`config.mk`:
```
export PLATFORM = sky130hd
export DESIGN_NAME = charger_hot_zone_ctrl_reg
export DESIGN_NICKNAME = d
export VERILOG_FILES = /design/src/charger_hot_zone_pkg.sv /design/src/hot_zone_sel_if.sv /design/src/hot_zone_sel_decode.sv /design/src/charger_hot_zone_ctrl_reg.sv
export SDC_FILE = /design/constraint.sdc
export NUM_CORES = 1
export LEC_CHECK = 0
export BUFFER_PORTS_ARGS = -buffer_cell sky130_fd_sc_hd__buf_2
export CORE_MARGIN = 2
export CORE_UTILIZATION = 50
export CTS_CLUSTER_SIZE = 8
export DETAILED_ROUTE_END_ITERATION = 12
export PLACE_DENSITY = 0.87
export SYNTH_ARGS = -nofsm -noshare
export SYNTH_HDL_FRONTEND = slang
export SYNTH_SLANG_ARGS = --single-unit
```
`constraint.sdc`:
```
create_clock -name clk_sys_i -period 2.55 [get_ports clk_sys_i]
set_clock_uncertainty 0.15 [all_clocks]
set_input_delay 0.255 -clock clk_sys_i [delete_from_list [all_inputs] [get_ports clk_sys_i]]
set_output_delay 0.255 -clock clk_sys_i [all_outputs]
set_load 0.01 [all_outputs]
```
`src/charger_hot_zone_pkg.sv`:
```
// constants for the hot-zone charger control register
package charger_hot_zone_pkg;
	// register location
	localparam logic [7:0] HOT_ZONE_CTRL_ADDR = 8'h09;
	// reset value: reserved bit and recharge enable set
	localparam logic [7:0] HOT_ZONE_CTRL_RESET = 8'hC0;
	// mask of bits that software may write
	localparam logic [7:0] HOT_ZONE_CTRL_WMASK = 8'h7F;
	// value returned for any other address
	localparam logic [7:0] UNMAPPED_READ = 8'h00;
	// field positions
	localparam int RESERVED_BIT = 7;
	localparam int RECHARGE_EN_BIT = 6;
	localparam int TERM_DIS_BIT = 5;
	localparam int VSEL_LSB = 3;
	localparam int VSEL_W = 2;
	localparam int ISEL_LSB = 0;
	localparam int ISEL_W = 3;
	// reserved bit fixed level
	localparam logic RESERVED_LEVEL = 1'b1;
	// field reset values
	localparam logic RECHARGE_EN_RESET = 1'b1;
	localparam logic TERM_DIS_RESET = 1'b0;
	localparam logic [1:0] VSEL_RESET = 2'h0;
	localparam logic [2:0] ISEL_RESET = 3'h0;
	// decoded width: termination voltage in millivolts
	localparam int VOLT_MV_W = 12;
	// termination feedback voltage per code, in millivolts
	localparam logic [11:0] TERM_MV_00 = 12'h7D0;
	localparam logic [11:0] TERM_MV_01 = 12'h802;
	localparam logic [11:0] TERM_MV_10 = 12'h81B;
	localparam logic [11:0] TERM_MV_11 = 12'h834;
	// decoded width: current limit in tenths of a percent
	localparam int PERMILLE_W = 10;
	// fast-charge limit per code, tenths of a percent of programmed current
	localparam logic [9:0] ILIM_000 = 10'h000;
	localparam logic [9:0] ILIM_001 = 10'h0FA;
	localparam logic [9:0] ILIM_010 = 10'h177;
	localparam logic [9:0] ILIM_011 = 10'h1F4;
	localparam logic [9:0] ILIM_100 = 10'h271;
	localparam logic [9:0] ILIM_101 = 10'h2EE;
	localparam logic [9:0] ILIM_110 = 10'h36B;
	localparam logic [9:0] ILIM_111 = 10'h36B;
endpackage

```
`src/hot_zone_sel_if.sv`:
```
// carrier between the register bank and its selection decoder
`timescale 1ns/1ps
interface hot_zone_sel_if;
	logic [charger_hot_zone_pkg::VSEL_W-1:0] volt_sel; // termination voltage code
	logic [charger_hot_zone_pkg::ISEL_W-1:0] curr_sel; // current limit code
	logic [charger_hot_zone_pkg::VOLT_MV_W-1:0] volt_mv; // decoded voltage
	logic [charger_hot_zone_pkg::PERMILLE_W-1:0] curr_permille; // decoded limit
	// register side drives codes, reads decoded values
	modport bank (output volt_sel, output curr_sel, input volt_mv, input curr_permille);
	// decoder side
	modport decode (input volt_sel, input curr_sel, output volt_mv, output curr_permille);
endinterface

```
`src/hot_zone_sel_decode.sv`:
```
// decodes hot-zone selection codes into voltage and current-limit values
`timescale 1ns/1ps
module hot_zone_sel_decode (
	input wire logic clk_sys_i,
	input wire logic reset_i,
	hot_zone_sel_if.decode sel
);
	// termination voltage lookup, registered
	always_ff @(posedge clk_sys_i) begin
		if (reset_i) begin
			sel.volt_mv <= charger_hot_zone_pkg::TERM_MV_00;
		end else begin
			case (sel.volt_sel)
				2'h0: sel.volt_mv <= charger_hot_zone_pkg::TERM_MV_00;
				2'h1: sel.volt_mv <= charger_hot_zone_pkg::TERM_MV_01;
				2'h2: sel.volt_mv <= charger_hot_zone_pkg::TERM_MV_10;
				2'h3: sel.volt_mv <= charger_hot_zone_pkg::TERM_MV_11;
				default: sel.volt_mv <= charger_hot_zone_pkg::TERM_MV_00;
			endcase
		end
	end

	// fast-charge current limit lookup, registered
	always_ff @(posedge clk_sys_i) begin
		if (reset_i) begin
			sel.curr_permille <= charger_hot_zone_pkg::ILIM_000;
		end else begin
			case (sel.curr_sel)
				3'h0: sel.curr_permille <= charger_hot_zone_pkg::ILIM_000;
				3'h1: sel.curr_permille <= charger_hot_zone_pkg::ILIM_001;
				3'h2: sel.curr_permille <= charger_hot_zone_pkg::ILIM_010;
				3'h3: sel.curr_permille <= charger_hot_zone_pkg::ILIM_011;
				3'h4: sel.curr_permille <= charger_hot_zone_pkg::ILIM_100;
				3'h5: sel.curr_permille <= charger_hot_zone_pkg::ILIM_101;
				3'h6: sel.curr_permille <= charger_hot_zone_pkg::ILIM_110;
				3'h7: sel.curr_permille <= charger_hot_zone_pkg::ILIM_111;
				default: sel.curr_permille <= charger_hot_zone_pkg::ILIM_000;
			endcase
		end
	end
endmodule

```
`src/charger_hot_zone_ctrl_reg.sv`:
```
// hot-zone charger control register with recharge and termination gating
`timescale 1ns/1ps
// Summary of operation
// - enable bit allows auto recharge on low voltage
// - disable bit keeps charging despite low current
// - two-bit code selects termination feedback voltage
// - three-bit code selects fast-charge current limit
module charger_hot_zone_ctrl_reg (
	input wire logic clk_sys_i,
	input wire logic reset_i,
	// register bus from the serial interface logic, same clock
	input wire logic [7:0] reg_addr_i,
	input wire logic reg_wr_i,
	input wire logic [7:0] reg_wdata_i,
	input wire logic reg_rd_i,
	output logic [7:0] reg_rdata_o,
	output logic reg_rvalid_o,
	// detector levels from the charger analog side, asynchronous
	input wire logic low_batt_voltage_i,
	input wire logic low_charge_current_i,
	// field values to the charger state machine
	output logic auto_recharge_enable_o,
	output logic low_current_termination_disable_o,
	output logic [1:0] hot_zone_term_voltage_sel_o,
	output logic [2:0] hot_zone_charge_current_sel_o,
	// decoded selections, one cycle behind the codes
	output logic [11:0] term_voltage_mv_o,
	output logic [9:0] charge_limit_permille_o,
	// single-cycle requests to the charger state machine
	output logic recharge_request_o,
	output logic terminate_request_o
);
	// stored writable fields
	// reserved bit has no flip-flop, it is tied in the image
	// fields survive until reset or a write to this address
	logic auto_recharge_enable_q; // recharge enable
	logic low_current_termination_disable_q; // termination disable
	logic [1:0] hot_zone_term_voltage_sel_q; // voltage code
	logic [2:0] hot_zone_charge_current_sel_q; // current code
	// read answer registers
	logic [7:0] rdata_q; // read data holding register
	logic rvalid_q; // read answer strobe
	// decode and image, combinational
	logic hit; // address matches this register
	logic [7:0] reg_value; // assembled register image
	// pin synchronisers, two stages each
	// third stage of each is the edge detector memory
	logic low_batt_meta_q;
	logic low_batt_sync_q;
	logic low_batt_prev_q; // previous synchronised level
	logic low_curr_meta_q;
	logic low_curr_sync_q;
	logic low_curr_prev_q;
	// request registers
	logic recharge_req_q; // one-cycle recharge request
	logic terminate_req_q; // one-cycle termination request

	// carrier to the selection decoder
	// codes go out, decoded values come back
	hot_zone_sel_if sel_bus ();

	// address decode
	// one register here; other addresses belong elsewhere
	// writes elsewhere are ignored, reads elsewhere answer zero
	assign hit = (reg_addr_i == charger_hot_zone_pkg::HOT_ZONE_CTRL_ADDR);

	// register image with fixed reserved bit
	// bit 7 is constant, so software always reads it as one
	// fields sit at their package positions
	// assembled every cycle, sampled only on a read strobe
	always_comb begin
		reg_value = 8'h00;
		reg_value[charger_hot_zone_pkg::RESERVED_BIT] = charger_hot_zone_pkg::RESERVED_LEVEL;
		reg_value[charger_hot_zone_pkg::RECHARGE_EN_BIT] = auto_recharge_enable_q;
		reg_value[charger_hot_zone_pkg::TERM_DIS_BIT] = low_current_termination_disable_q;
		reg_value[charger_hot_zone_pkg::VSEL_LSB +: charger_hot_zone_pkg::VSEL_W] =
			hot_zone_term_voltage_sel_q;
		reg_value[charger_hot_zone_pkg::ISEL_LSB +: charger_hot_zone_pkg::ISEL_W] =
			hot_zone_charge_current_sel_q;
	end

	// recharge enable field
	// reset leaves automatic recharge enabled
	// only a write to this address changes it
	always_ff @(posedge clk_sys_i) begin
		if (reset_i) begin
			auto_recharge_enable_q <= charger_hot_zone_pkg::RECHARGE_EN_RESET;
		end else if (reg_wr_i && hit) begin
			auto_recharge_enable_q <= reg_wdata_i[charger_hot_zone_pkg::RECHARGE_EN_BIT];
		end
	end

	// termination disable field
	// reset leaves termination on low current active
	// only a write to this address changes it
	always_ff @(posedge clk_sys_i) begin
		if (reset_i) begin
			low_current_termination_disable_q <= charger_hot_zone_pkg::TERM_DIS_RESET;
		end else if (reg_wr_i && hit) begin
			low_current_termination_disable_q <= reg_wdata_i[charger_hot_zone_pkg::TERM_DIS_BIT];
		end
	end

	// voltage and current selection fields; bit 7 has no storage
	// reset selects the lowest voltage and a zero current limit
	// every code is legal, so no write is refused
	always_ff @(posedge clk_sys_i) begin
		if (reset_i) begin
			hot_zone_term_voltage_sel_q <= charger_hot_zone_pkg::VSEL_RESET;
			hot_zone_charge_current_sel_q <= charger_hot_zone_pkg::ISEL_RESET;
		end else if (reg_wr_i && hit) begin
			hot_zone_term_voltage_sel_q <=
				reg_wdata_i[charger_hot_zone_pkg::VSEL_LSB +: charger_hot_zone_pkg::VSEL_W];
			hot_zone_charge_current_sel_q <=
				reg_wdata_i[charger_hot_zone_pkg::ISEL_LSB +: charger_hot_zone_pkg::ISEL_W];
		end
	end

	// read path: answer one cycle after the read strobe
	// a write in the same cycle is seen only by the next read
	// read data holds the last answer until another read
	// answer strobe simply follows the read strobe
	always_ff @(posedge clk_sys_i) begin
		if (reset_i) begin
			rdata_q <= charger_hot_zone_pkg::UNMAPPED_READ;
			rvalid_q <= 1'b0;
		end else begin
			rvalid_q <= reg_rd_i;
			if (reg_rd_i) begin
				// other addresses answer with zero
				rdata_q <= hit ? reg_value : charger_hot_zone_pkg::UNMAPPED_READ;
			end
		end
	end

	// low battery voltage pin synchroniser
	// two stages before any logic looks at the level
	// only the sync stage reads the meta stage
	// reset to the idle low level, so no false edge follows
	always_ff @(posedge clk_sys_i) begin
		if (reset_i) begin
			low_batt_meta_q <= 1'b0;
			low_batt_sync_q <= 1'b0;
			low_batt_prev_q <= 1'b0;
		end else begin
			low_batt_meta_q <= low_batt_voltage_i;
			low_batt_sync_q <= low_batt_meta_q;
			low_batt_prev_q <= low_batt_sync_q;
		end
	end

	// low charge current pin synchroniser
	// two stages before any logic looks at the level
	// only the sync stage reads the meta stage
	// reset to the idle low level, so no false edge follows
	always_ff @(posedge clk_sys_i) begin
		if (reset_i) begin
			low_curr_meta_q <= 1'b0;
			low_curr_sync_q <= 1'b0;
			low_curr_prev_q <= 1'b0;
		end else begin
			low_curr_meta_q <= low_charge_current_i;
			low_curr_sync_q <= low_curr_meta_q;
			low_curr_prev_q <= low_curr_sync_q;
		end
	end

	// recharge request on a new low-voltage detection, only when enabled
	// gate applies at the detection edge
	// a level held high gives one pulse only
	// the state machine must act on the single-cycle pulse
	always_ff @(posedge clk_sys_i) begin
		if (reset_i) begin
			recharge_req_q <= 1'b0;
		end else begin
			recharge_req_q <= auto_recharge_enable_q && low_batt_sync_q && !low_batt_prev_q;
		end
	end

	// termination request on a new low-current detection, unless disabled
	// gate applies at the detection edge
	// a level held high gives one pulse only
	// the state machine must act on the single-cycle pulse
	always_ff @(posedge clk_sys_i) begin
		if (reset_i) begin
			terminate_req_q <= 1'b0;
		end else begin
			terminate_req_q <= !low_current_termination_disable_q && low_curr_sync_q &&
				!low_curr_prev_q;
		end
	end

	// codes to the decoder
	// the decoder registers them, so values follow a cycle later
	assign sel_bus.volt_sel = hot_zone_term_voltage_sel_q;
	assign sel_bus.curr_sel = hot_zone_charge_current_sel_q;

	// selection decoder
	// shares this clock and reset
	hot_zone_sel_decode u_decode (
		.clk_sys_i(clk_sys_i),
		.reset_i(reset_i),
		.sel(sel_bus.decode)
	);

	// outputs
	assign reg_rdata_o = rdata_q;
	assign reg_rvalid_o = rvalid_q;
	// field values
	assign auto_recharge_enable_o = auto_recharge_enable_q;
	assign low_current_termination_disable_o = low_current_termination_disable_q;
	assign hot_zone_term_voltage_sel_o = hot_zone_term_voltage_sel_q;
	assign hot_zone_charge_current_sel_o = hot_zone_charge_current_sel_q;
	// decoded values
	assign term_voltage_mv_o = sel_bus.volt_mv;
	assign charge_limit_permille_o = sel_bus.curr_permille;
	// requests
	assign recharge_request_o = recharge_req_q;
	assign terminate_request_o = terminate_req_q;
endmodule

```
### Word level (Yosys, flattened, before mapping)

Memory sizes are Yosys's and may differ from the RTL's. A register that Yosys moved wholly into a read port is not among the register bits.
Index checks and enable logic that the tools add are counted.
Widths: inputs -> output; s select.

| word-level totals | value |
|---|---|
| flip-flop bits (word level) | 36 |
| ROM bits | 80 |
| output and inout port bits | 40 |
| word-level logic and storage cells | 31 |
| memories kept | 1 |

| cells by class | value |
|---|---|
| equality and inequality tests | 4 |
| multiplexer cells | 2 |
| reductions and logical operators | 9 |

Memory list:

| name | words | bits a word | rd ports | clocked after memory_dff | write ports | RTL line | source |
|---|---|---|---|---|---|---|---|
| (name not given) | 8 | 10 | 1 | 1 | 0 | hot_zone_sel_decode.sv:28 | `case (sel.curr_sel)` |

Operator list:

| kind | number |
|---|---|
| $pmux 12 s4 | 1 |
| $eq 8x4->1 const B | 1 |
| $mux 8 | 1 |
| $logic_and 1x1->1 | 5 |
| $eq 2x2->1 const B | 2 |
| $logic_not 1->1 | 3 |
| $eq 2x1->1 const B | 1 |
| $logic_not 2->1 | 1 |

### Logic depth before layout (Yosys ltp)

Gate-level depths: netlist of the first run.

| depth | value |
|---|---|
| word-level depth | 3 |
| mapped depth | 5 |
| gate-level depth less buffers | 5 |

### Cells and area by module

From an unflattened synthesis of the first run, not the netlist that was laid out.

| second synthesis, totals | value |
|---|---|
| cells, all modules | 149 |
| area, all modules | 1629.1 um2 |

Modules (own cells, without submodules):

| module | times used | cells each | area an instance (um2) | sequential area each (um2) |
|---|---|---|---|---|
| charger_hot_zone_ctrl_reg | 1 | 86 | 912.1 | 480.5 |
| hot_zone_sel_decode | 1 | 63 | 716.9 | 300.3 |

### Worst setup path before layout of the first run

OpenSTA, ideal clock, no wires.

| timing | value |
|---|---|
| kind | in2reg |
| start point | input port reg_addr_i[5] |
| end point | register hot_zone_charge_current_sel_q[1], in the netlist hot_zone_charge_current_sel_o[1] |
| library setup time | 0.123 ns |
| arrival time | 1.145 ns |
| path slack | 1.131 ns |
| cell stages on the path | 4 |
| buffers on the path | 1 |
| cells stage by stage | nor4_4 -> and3_1 -> buf_4 -> mux2_1 |

| between the ends | value |
|---|---|
| word-level cells in the longest chain between the ends | 2 |

RTL lines:

| what | RTL line | source |
|---|---|---|
| from (decl) | charger_hot_zone_ctrl_reg.sv:12 | `input wire logic [7:0] reg_addr_i,` |
| $eq 8x4->1 | charger_hot_zone_ctrl_reg.sv:65 | `assign hit = (reg_addr_i == charger_hot_zone_pkg::HOT_ZONE_CTRL_ADDR);` |
| $logic_and 1x1->1 | charger_hot_zone_ctrl_reg.sv:111 | `end else if (reg_wr_i && hit) begin` |
| to (signal assigned) | charger_hot_zone_ctrl_reg.sv:110 | `hot_zone_charge_current_sel_q <= charger_hot_zone_pkg::ISEL_RESET;` |
| to (signal assigned) | charger_hot_zone_ctrl_reg.sv:114 | `hot_zone_charge_current_sel_q <=` |
| to (decl) | charger_hot_zone_ctrl_reg.sv:39 | `logic [2:0] hot_zone_charge_current_sel_q;` |

No other way between the ends.
A chain may end at the register's enable or synchronous reset.

### Worst setup path after layout of the first run

| timing | value |
|---|---|
| start point | input port reg_addr_i[5] |
| end point | register hot_zone_charge_current_sel_q[2], in the netlist hot_zone_charge_current_sel_o[2] |

The elaborated chain is that of the path after synthesis.

==> results of run 1 <==
-- registers in the layout (all words and copies together), names as in the netlist --
signal                             count
hot_zone_charge_current_sel_o          3
u_decode.sel.curr_permille             9
recharge_request_o                     1
low_batt_sync_q                        1
auto_recharge_enable_o                 1
low_curr_prev_q                        1
low_curr_meta_q                        1
hot_zone_term_voltage_sel_o            2
reg_rdata_o                            8
low_current_termination_disable_o      1
terminate_request_o                    1
low_curr_sync_q                        1
u_decode.sel.volt_mv                   6
low_batt_prev_q                        1
reg_rvalid_o                           1
low_batt_meta_q                        1
-- per-stage QoR --
stage / total power (W) / setup slack (ps) / cell area (um2) / hold slack, ps / utilization [%]
after global routing: 0.00100 / 968 / 1840 / 51.1 / 65.5
after detailed placement: 0.000678 / 667 / 1760 / 231 / 62.6
final: 0.000961 / 1030 / 1840 / 38.4 / 65.5
after floorplan: 0.000655 / 1130 / 1490 / 184 / -
after CTS: 0.000972 / 1030 / 1840 / 25.4 / 65.5
after global placement: 0.000677 / 704 / 1760 / 232 / 62.6
-- layout make-up --
| type | instances | share of cell area, % |
|---|---|---|
| inverter | 6 | 1.23 |
| clock inverter | 1 | 0.272 |
| sequential | 39 | 42.5 |
| timing repair buffer | 65 | 18.8 |
| multi-input combinational | 85 | 32.6 |
| tap | 31 | 2.11 |
| clock buffer | 7 | 2.45 |
-- where the power goes --
part           switching, W   total, W  internal, W
clock network      0.000186   0.000293     0.000107
logic             0.0000256  0.0000516    0.0000259
registers        0.00000129   0.000616     0.000615
-- cells by family after synthesis --
| group | Yosys count |
|---|---|
| mux | 5 |
| buf+inv | 21 |
| fa+ha+maj | 9 |
| compound gates | 17 |
| flops | 39 |
| simple gates | 54 |
-- worst max-delay path by stage --
stage	end	start
2_1_floorplan	hot_zone_charge_current_sel_o[1]	reg_addr_i[5]
3_3_place_gp	hot_zone_charge_current_sel_o[2]	reg_addr_i[5]
3_5_place_dp	hot_zone_charge_current_sel_o[1]	reg_addr_i[5]
4_1_cts	hot_zone_charge_current_sel_o[2]	reg_addr_i[5]
5_1_grt	hot_zone_charge_current_sel_o[2]	reg_addr_i[5]
6_report	hot_zone_charge_current_sel_o[2]	reg_addr_i[5]
-- layer usage --
metal	up-vias	GRT usage, %
met2	35	29.2
met5	-	0
met3	9	7.03
li1	586	-
met4	0	9.09
met1	528	20.0
-- cells in the mapped netlist (all sizes together) --
master | n | area share [%]
clkbuf | 4 | 1.0
dfxtp | 39 | 52
and3 | 1 | 0.42
nor4 | 1 | 1.4
inv | 6 | 1.5
o21a | 1 | 0.50
nor2b | 16 | 6.7
mux2i | 3 | 2.0
nand3 | 1 | 0.33
nand2b | 11 | 4.6
nand2 | 3 | 0.75
nor2 | 7 | 1.8
buf | 11 | 5.0
a211oi | 1 | 0.50
ha | 9 | 7.5
mux2 | 2 | 1.5
nor3b | 1 | 0.50
and4bb | 1 | 0.84
a21oi | 12 | 4.0
and3b | 1 | 0.59
o31ai | 3 | 1.5
nand4 | 10 | 4.2
or2 | 1 | 0.42
-- critical path, cell delays in order --
cell and delay (ps):
buf_2 110, nor4_4 250, buf_4 220, and3_1 390
mux2_1 370
==> results.toml, run 1 <==
[floorplanning]
start_util_pct = 53.2
row_count = 19
die_height_um = 58.6
io_pins = 62
coreArea_mm2 = 0.00281
dieArea_mm2 = 0.00344
die_x_um = 58.6

[timing]
worstMarginPinSlew_ps = 645
fmax_mhz = 658
timing.setup.tns_ps = 0
finalHoldViolCount = 0
drv_slew = 0
grt_setup_unrepaired = "no"
period_minus_slack_ps = 1520
setup_violations = 0
slew_headroom_pct = 57.0
period_share_pct = 59.6

[clock_network]
numCtsBuffers = 5
cts_max_level = 2
ctsRootBufferMaster = "clkbuf_4"
ctsResizeCount = 0
path_clk_slew_ps = 110
clkSinkCount = 39
clkLatencyLatePin_ps = 340
clockBufferDepth = 2
cts_tree = "done"
post-cts-setup-buffer-count = 0
cts_hold_buffers = 3

[cells_and_area]
instances_no_fill = 234
multi_input_area_um2 = 599
regArea_um2 = 781
layout_commonest_cell = "buf_2"
fillers = 240
fin_nets = 233
final_cell_mix = "buf_2, dfxtp_1, nor2b_1, a21oi_1, nand2b_1"
drive_above_1_share_pct = 34.5
syn2layout_area_growth_pct = 23.1
n_antenna_cell = 0

[power_and_ir_drop]
p_per_area_mw_per_mm2 = 523
ir_worst_vdd_v = 0.000373
leakage_nw = 0.852

[synth]
synth_top_family_by_area = "simple AND/OR/NAND/NOR gates"
synth-simple-area-share_pct = 22.5
syn_area_mm2 = 0.00149
ys_seq_area_share_pct = 52.3
ys_ff_latch = 39
synth-xor-area-share_pct = 0
synth_warnings = 0
synth_fa_ha_area_share_pct = 7.54
synth_compound_area_share_pct = 6.54
netlist_instances = 145
syn-num-nets = 176
avgSynthCellArea_um2 = 10.3
synthMuxAreaShare_pct = 3.52
ys_types = 24

[place]
io_buffers = 60
place_congestion = 0.749
hpwl_mm = 1.88
placed_cells = 223

[detailed_routing]
firstDrtPassIters = 8
vias = 1158
route.layer.met1.wl_mm = 1.17
finalWirelength_mm = 2.73
highest_layer = "met4"
wl_met2_mm = 1.33
wl_met3_um = 171
drt_iter0_drc = 31
wl_per_cell_um = 11.7
vias_per_cell = 4.95
drc_errors = 3
ant_nets = 0

[outcome]
status = "finished with violations"
violations = "design-rule violations"

[critical_path]
required_ps = 2630
cp_max_fo = 12
timing.rr.end = "u_decode.sel.curr_permille[1]"
end_kind = "flip-flop"
critical_path_class = "in2reg"
ff2ff_setup_slack_ps = 1170
worst_setup_path_start_kind = "input port"
arrival_ps = 1600
rr_worst_depth = 4
timing.rr.start = "hot_zone_charge_current_sel_o[1]"

[global_routing]
antenna_found_initial = 0
grt_use_total_pct = 17.8
grt_max_degree = 41
grt_pass1_vias = 1068
grt_pass1_wl_mm = 4.53
gr-total-overflow = 0

[worst_hold_path]
hp-class = "in2reg"
min_from = "reg_wr_i"
hold_path_depth = 3
min_to = "hot_zone_charge_current_sel_o[0]"

[flow_run]
maxCapViolations = 0
(Power assumes the default switching activity.)
==> run 2, diff against run 1 <==
--- a/config.mk
+++ b/config.mk
@@ -7,10 +7,10 @@
 export LEC_CHECK = 0
 export BUFFER_PORTS_ARGS = -buffer_cell sky130_fd_sc_hd__buf_2
 export CORE_MARGIN = 2
-export CORE_UTILIZATION = 50
+export CORE_UTILIZATION = 42
 export CTS_CLUSTER_SIZE = 8
 export DETAILED_ROUTE_END_ITERATION = 12
-export PLACE_DENSITY = 0.87
+export PLACE_DENSITY = 0.78
 export SYNTH_ARGS = -nofsm -noshare
 export SYNTH_HDL_FRONTEND = slang
 export SYNTH_SLANG_ARGS = --single-unit
==> constraint.sdc (replaced) <==
create_clock -name clk_sys_i -period 1.3 [get_ports clk_sys_i]
set_clock_uncertainty 0.15 [all_clocks]
set_input_delay 0.13 -clock clk_sys_i [delete_from_list [all_inputs] [get_ports clk_sys_i]]
set_output_delay 0.13 -clock clk_sys_i [all_outputs]
set_load 0.01 [all_outputs]
==> results.toml, run 2 (synthesized netlist as in run 1, its figures left out) <==
[floorplanning]
dieArea_mm2 = 0.00405
coreArea_mm2 = 0.00336
die_x_um = 63.6
die_height_um = 63.6
start_util_pct = 44.4
io_pins = 62
row_count = 21

[clock_network]
clkLatencyLatePin_ps = 350
cts_tree = "done"
clockBufferDepth = 2
path_clk_slew_ps = 110
clkSinkCount = 39
numCtsBuffers = 5
post-cts-setup-buffer-count = 0
cts_max_level = 2
ctsRootBufferMaster = "clkbuf_4"

[cells_and_area]
final_util_pct = 59.3
drive_above_1_share_pct = 37.3
fillers = 313
syn2layout_area_growth_pct = 33.7
top_register = "u_decode.sel.curr_permille"
layout_commonest_cell = "buf_2"
fin_nets = 249
n_antenna_cell = 0
largest_register_ffs = 9
final_cell_mix = "buf_2, dfxtp_1, nor2b_1, a21oi_1"

[worst_hold_path]
min_to = "u_decode.sel.curr_permille[8]"
hp-class = "in2reg"
hold_path_depth = 2
min_from = "reset_i"

[critical_path]
cpMaxStageDelayCell = "dlygate4sd3_1"
timing.rr.start = "hot_zone_charge_current_sel_o[1]"
cp_max_fo = 4
required_ps = 1380
end_kind = "flip-flop"
rr_worst_depth = 4
cp_cell_sequence = "dlygate4sd3_1, buf_2, and3_1, mux2_1"
worst_setup_path_start_kind = "input port"
timing.rr.end = "u_decode.sel.curr_permille[1]"
slowest_delay_ps = 530
ff2ff_setup_slack_ps = 100
critical_path_class = "in2reg"
arrival_ps = 1330

[timing]
setup_violations = 0
fin_hold_ws_ps = -38.5
grt_setup_unrepaired = "no"
period_share_pct = 95.9
drv_slew = 0
fmax_mhz = 802
worstMarginPinSlew_ps = 235
slew_headroom_pct = 84.3
finalHoldViolCount = 4
timing.setup.tns_ps = 0
period_minus_slack_ps = 1250

[power_and_ir_drop]
leakage_nw = 0.926
ir_worst_vdd_v = 0.000779
p_per_area_mw_per_mm2 = 946

[detailed_routing]
ant_nets = 0
wl_per_cell_um = 11.9
vias_per_cell = 4.70
firstDrtPassIters = 4
vias = 1235
drt_iter0_drc = 40
drc_errors = 0
finalWirelength_mm = 3.12

[place]
hpwl_mm = 2.16
place_congestion = 0.780
io_buffers = 60

[global_routing]
antenna_found_initial = 0
grt_use_total_pct = 17.0
gr-total-overflow = 0
grt_max_degree = 18
grt_pass1_wl_mm = 5.27
grt_pass1_vias = 1178

[flow_run]
maxCapViolations = 0

[outcome]
violations = "negative hold slack"
status = "finished with violations"
run 2: critical path: cells and delay by family:
kind / cells / cell delay [ps]
mux: 1 / 340
simple gates: 1 / 210
buf+inv: 2 / 660
run 2: per-stage QoR:
| step | power (W) | setup WS [ps] | cells | area (um2) |
|---|---|---|---|---|
| floorplan | 0.00128 | 0.996 | 145 | 1490 |
| global placement | 0.00134 | -65.1 | 247 | 1840 |
| detailed placement | 0.00134 | -91.9 | 247 | 1840 |
| CTS | 0.00190 | 30.3 | 264 | 1990 |
| global route | 0.00195 | 11.1 | 263 | 2000 |
| finish | 0.00189 | 53.8 | 263 | 2000 |
run 2: worst max path at each step:
stage / slack (ps) / start / end / depth (start not counted)
2_1_floorplan: 1 / hot_zone_charge_current_sel_o[1] / u_decode.sel.curr_permille[1] / 4
3_3_place_gp: -70 / reg_addr_i[5] / hot_zone_charge_current_sel_o[1] / 4
3_5_place_dp: -90 / reg_addr_i[5] / hot_zone_charge_current_sel_o[2] / 4
4_1_cts: 30 / hot_zone_charge_current_sel_o[0] / u_decode.sel.curr_permille[1] / 4
5_1_grt: 10 / hot_zone_charge_current_sel_o[2] / hot_zone_charge_current_sel_o[2] / 2
6_report: 50 / reg_wr_i / hot_zone_charge_current_sel_o[2] / 4
run 2: final cells by class:
| type | count | area (um2) | area share (%) |
|---|---|---|---|
| Inverter | 6 | 22.5 | 1.13 |
| Clock buffer | 6 | 41.3 | 2.07 |
| Tap cell | 46 | 57.6 | 2.88 |
| Timing Repair Buffer | 81 | 483 | 24.2 |
| Sequential cell | 39 | 782 | 39.2 |
| Multi-Input combinational cell | 85 | 609 | 30.5 |
run 2: where the power goes:
part           leakage (nW)  switching (W)  internal (W)  total, W
clock                0.0242       0.000359      0.000192  0.000551
sequential            0.316     0.00000260       0.00121   0.00121
combinational         0.586      0.0000577     0.0000708  0.000129
total                 0.926       0.000419       0.00147   0.00189
run 2: repair_timing:
| item | in CTS | in global routing |
|---|---|---|
| setup endpoints to repair | 0 | 5 |
| hold buffers | 11 | 0 |
| endpoints found under the hold margin | 13 | 0 |
| gates resized for setup | 0 | 3 |
run 2: metal layers:
| metal | share of wire, % | track usage (%) | up-vias |
|---|---|---|---|
| li1 | - | - | 618 |
| met1 | 42 | 19.9 | 564 |
| met2 | 47 | 27.5 | 46 |
| met3 | 7.8 | 5.00 | 7 |
| met4 | 2.5 | 9.78 | 0 |
| met5 | 0 | 0 | - |
==> run 3, diff against run 2 <==
==> constraint.sdc (replaced) <==
create_clock -name clk_sys_i -period 1.3 [get_ports clk_sys_i]
set_clock_uncertainty 0.15 [all_clocks]
set_input_delay 0.26 -clock clk_sys_i [delete_from_list [all_inputs] [get_ports clk_sys_i]]
set_output_delay 0.26 -clock clk_sys_i [all_outputs]
set_load 0.01 [all_outputs]
==> results.toml, run 3 (synthesized netlist as in run 1, its figures left out) <==
[clock_network]
cts_max_level = 2
cts_tree = "done"
ctsRootBufferMaster = "clkbuf_4"
numCtsBuffers = 5
clockBufferDepth = 2
clkSinkCount = 39
clkLatencyLatePin_ps = 340
post-cts-setup-buffer-count = 0
path_clk_slew_ps = 100

[cells_and_area]
final_cell_mix = "buf_2, dfxtp_1, nor2b_1, nand2b_1, a21oi_1"
regArea_um2 = 803
largest_register_ffs = 9
layout_commonest_cell = "buf_2"
syn2layout_area_growth_pct = 30.9
fillers = 325
drive_above_1_share_pct = 42.0
final_util_pct = 58.1
top_register = "u_decode.sel.curr_permille"
instances_no_fill = 253
n_antenna_cell = 0
multi_input_area_um2 = 611
fin_nets = 239

[global_routing]
grt_use_total_pct = 15.1
grt_pass1_vias = 1037
grt_max_degree = 21
grt_pass1_wl_mm = 4.66
gr-total-overflow = 0
antenna_found_initial = 0

[outcome]
status = "completed"

[timing]
worstMarginPinSlew_ps = 341
setup_violations = 0
period_minus_slack_ps = 1260
period_share_pct = 97.2
fmax_mhz = 791
finalHoldViolCount = 0
grt_setup_unrepaired = "yes"
drv_slew = 0
slew_headroom_pct = 77.3

[power_and_ir_drop]
p_switching_w = 0.000406
ir_worst_vdd_v = 0.000581
p_int_w = 0.00145
pwr-share-clk_pct = 29.3
switching_share_pct = 21.9
leakage_nw = 0.882
combinationalPowerShare_pct = 6.1
p_per_area_mw_per_mm2 = 948
pwr-share-seq_pct = 64.6

[floorplanning]
dieArea_mm2 = 0.00405
die_height_um = 63.6
start_util_pct = 44.4
row_count = 21
die_x_um = 63.6
coreArea_mm2 = 0.00336
io_pins = 62

[place]
io_buffers = 60
place_congestion = 0.787
hpwl_mm = 2.12
placed_cells = 250

[flow_run]
maxCapViolations = 0

[critical_path]
ff2ff_setup_slack_ps = 50
cp_max_fo = 8
crit_cells = 1
critPathTopFamily = "flip-flops"
cp_cell_sequence = "buf_6"
rr_worst_depth = 4
slowest_delay_ps = 410
worst-path-buf-inv = 1
timing.rr.end = "u_decode.sel.curr_permille[1]"
critical_path_class = "reg2out"
worst_setup_path_start_kind = "flip-flop"
arrival_ps = 850
end_kind = "output pin"
required_ps = 890
cpMaxStageDelayCell = "dfxtp_4"
timing.rr.start = "hot_zone_charge_current_sel_o[1]"

[detailed_routing]
vias = 1172
wl_per_cell_um = 11.3
drc_errors = 0
finalWirelength_mm = 2.86
drt_iter0_drc = 75
vias_per_cell = 4.63
ant_nets = 0
firstDrtPassIters = 4

[worst_hold_path]
hp-class = "in2reg"
min_from = "reg_wdata_i[5]"
min_to = "low_current_termination_disable_o"
hold_path_depth = 3
## run 3: changes by cell type in the layout (fill, tap and decap cells not counted), sizes merged
cell         change
buf              -2
dlygate4sd3      -8
## run 3: worst max path at each step
| stage | from | end | slack, ps |
|---|---|---|---|
| 3_3_place_gp | reg_addr_i[6] | hot_zone_charge_current_sel_o[1] | -230 |
| 4_1_cts | hot_zone_charge_current_sel_o[2] | hot_zone_charge_current_sel_o[2] | -40 |
| 5_1_grt | hot_zone_charge_current_sel_o[2] | hot_zone_charge_current_sel_o[2] | -20 |
| 3_5_place_dp | reg_addr_i[6] | hot_zone_charge_current_sel_o[2] | -240 |
| 6_report | hot_zone_charge_current_sel_o[2] | hot_zone_charge_current_sel_o[2] | 40 |
| 2_1_floorplan | reg_addr_i[6] | hot_zone_charge_current_sel_o[1] | -100 |
## run 3: layer usage
layer | wire, um | global-route usage, % | vias to the layer above | share of wire (%)
met5 | 0 | 0 | - | 0
met3 | 221 | 7.50 | 7 | 7.7
met1 | 1250 | 17.7 | 526 | 44
met2 | 1350 | 23.7 | 40 | 47
li1 | - | - | 599 | -
met4 | 44 | 5.71 | 0 | 1.5
## run 3: power groups by stage
| stage | registers [W] | logic [W] | clock network, W |
|---|---|---|---|
| 3_3_place_gp | 0.00124 | 0.000108 | 0 |
| 4_1_cts | 0.00121 | 0.000114 | 0.000572 |
| 2_1_floorplan | 0.00124 | 0.0000476 | 0 |
| 5_1_grt | 0.00120 | 0.000125 | 0.000626 |
| 6_report | 0.00120 | 0.000113 | 0.000543 |
| 3_5_place_dp | 0.00124 | 0.000109 | 0 |
## run 3: what timing repair did
item | in CTS | in global routing
endpoints found under the hold margin | 2 | 0
hold buffers | 2 | 0
setup endpoints to repair | 12 | 12
gates resized for setup | 14 | 6
pin swaps | 0 | 0
## run 3: cell type report
cell class                 instances  area share (%)
sequential                        39            41.1
multi-input combinational         85            31.2
timing repair buffer              71            21.4
tap                               46            2.94
clock buffer                       6            2.11
inverter                           6            1.15
## run 3: stage by stage
step	hold slack (ps)	cell area, um2	total power [W]	setup WS (ps)	setup TNS (ps)
2_1_floorplan	189	1500	0.00129	-104	-208
3_3_place_gp	232	1870	0.00134	-229	-1360
3_5_place_dp	232	1870	0.00134	-240	-1600
4_1_cts	3.06	1950	0.00189	-36.9	-36.9
5_1_grt	10.0	1950	0.00195	-15.7	-29.4
6_report	14.9	1950	0.00185	35.8	0
## run 3: worst register-to-register path: stages, from the launching register on
cell and delay (ps):
dfxtp_4 390, inv_1 110, ha_1 290, nor2_1 40, a211oi_1 190
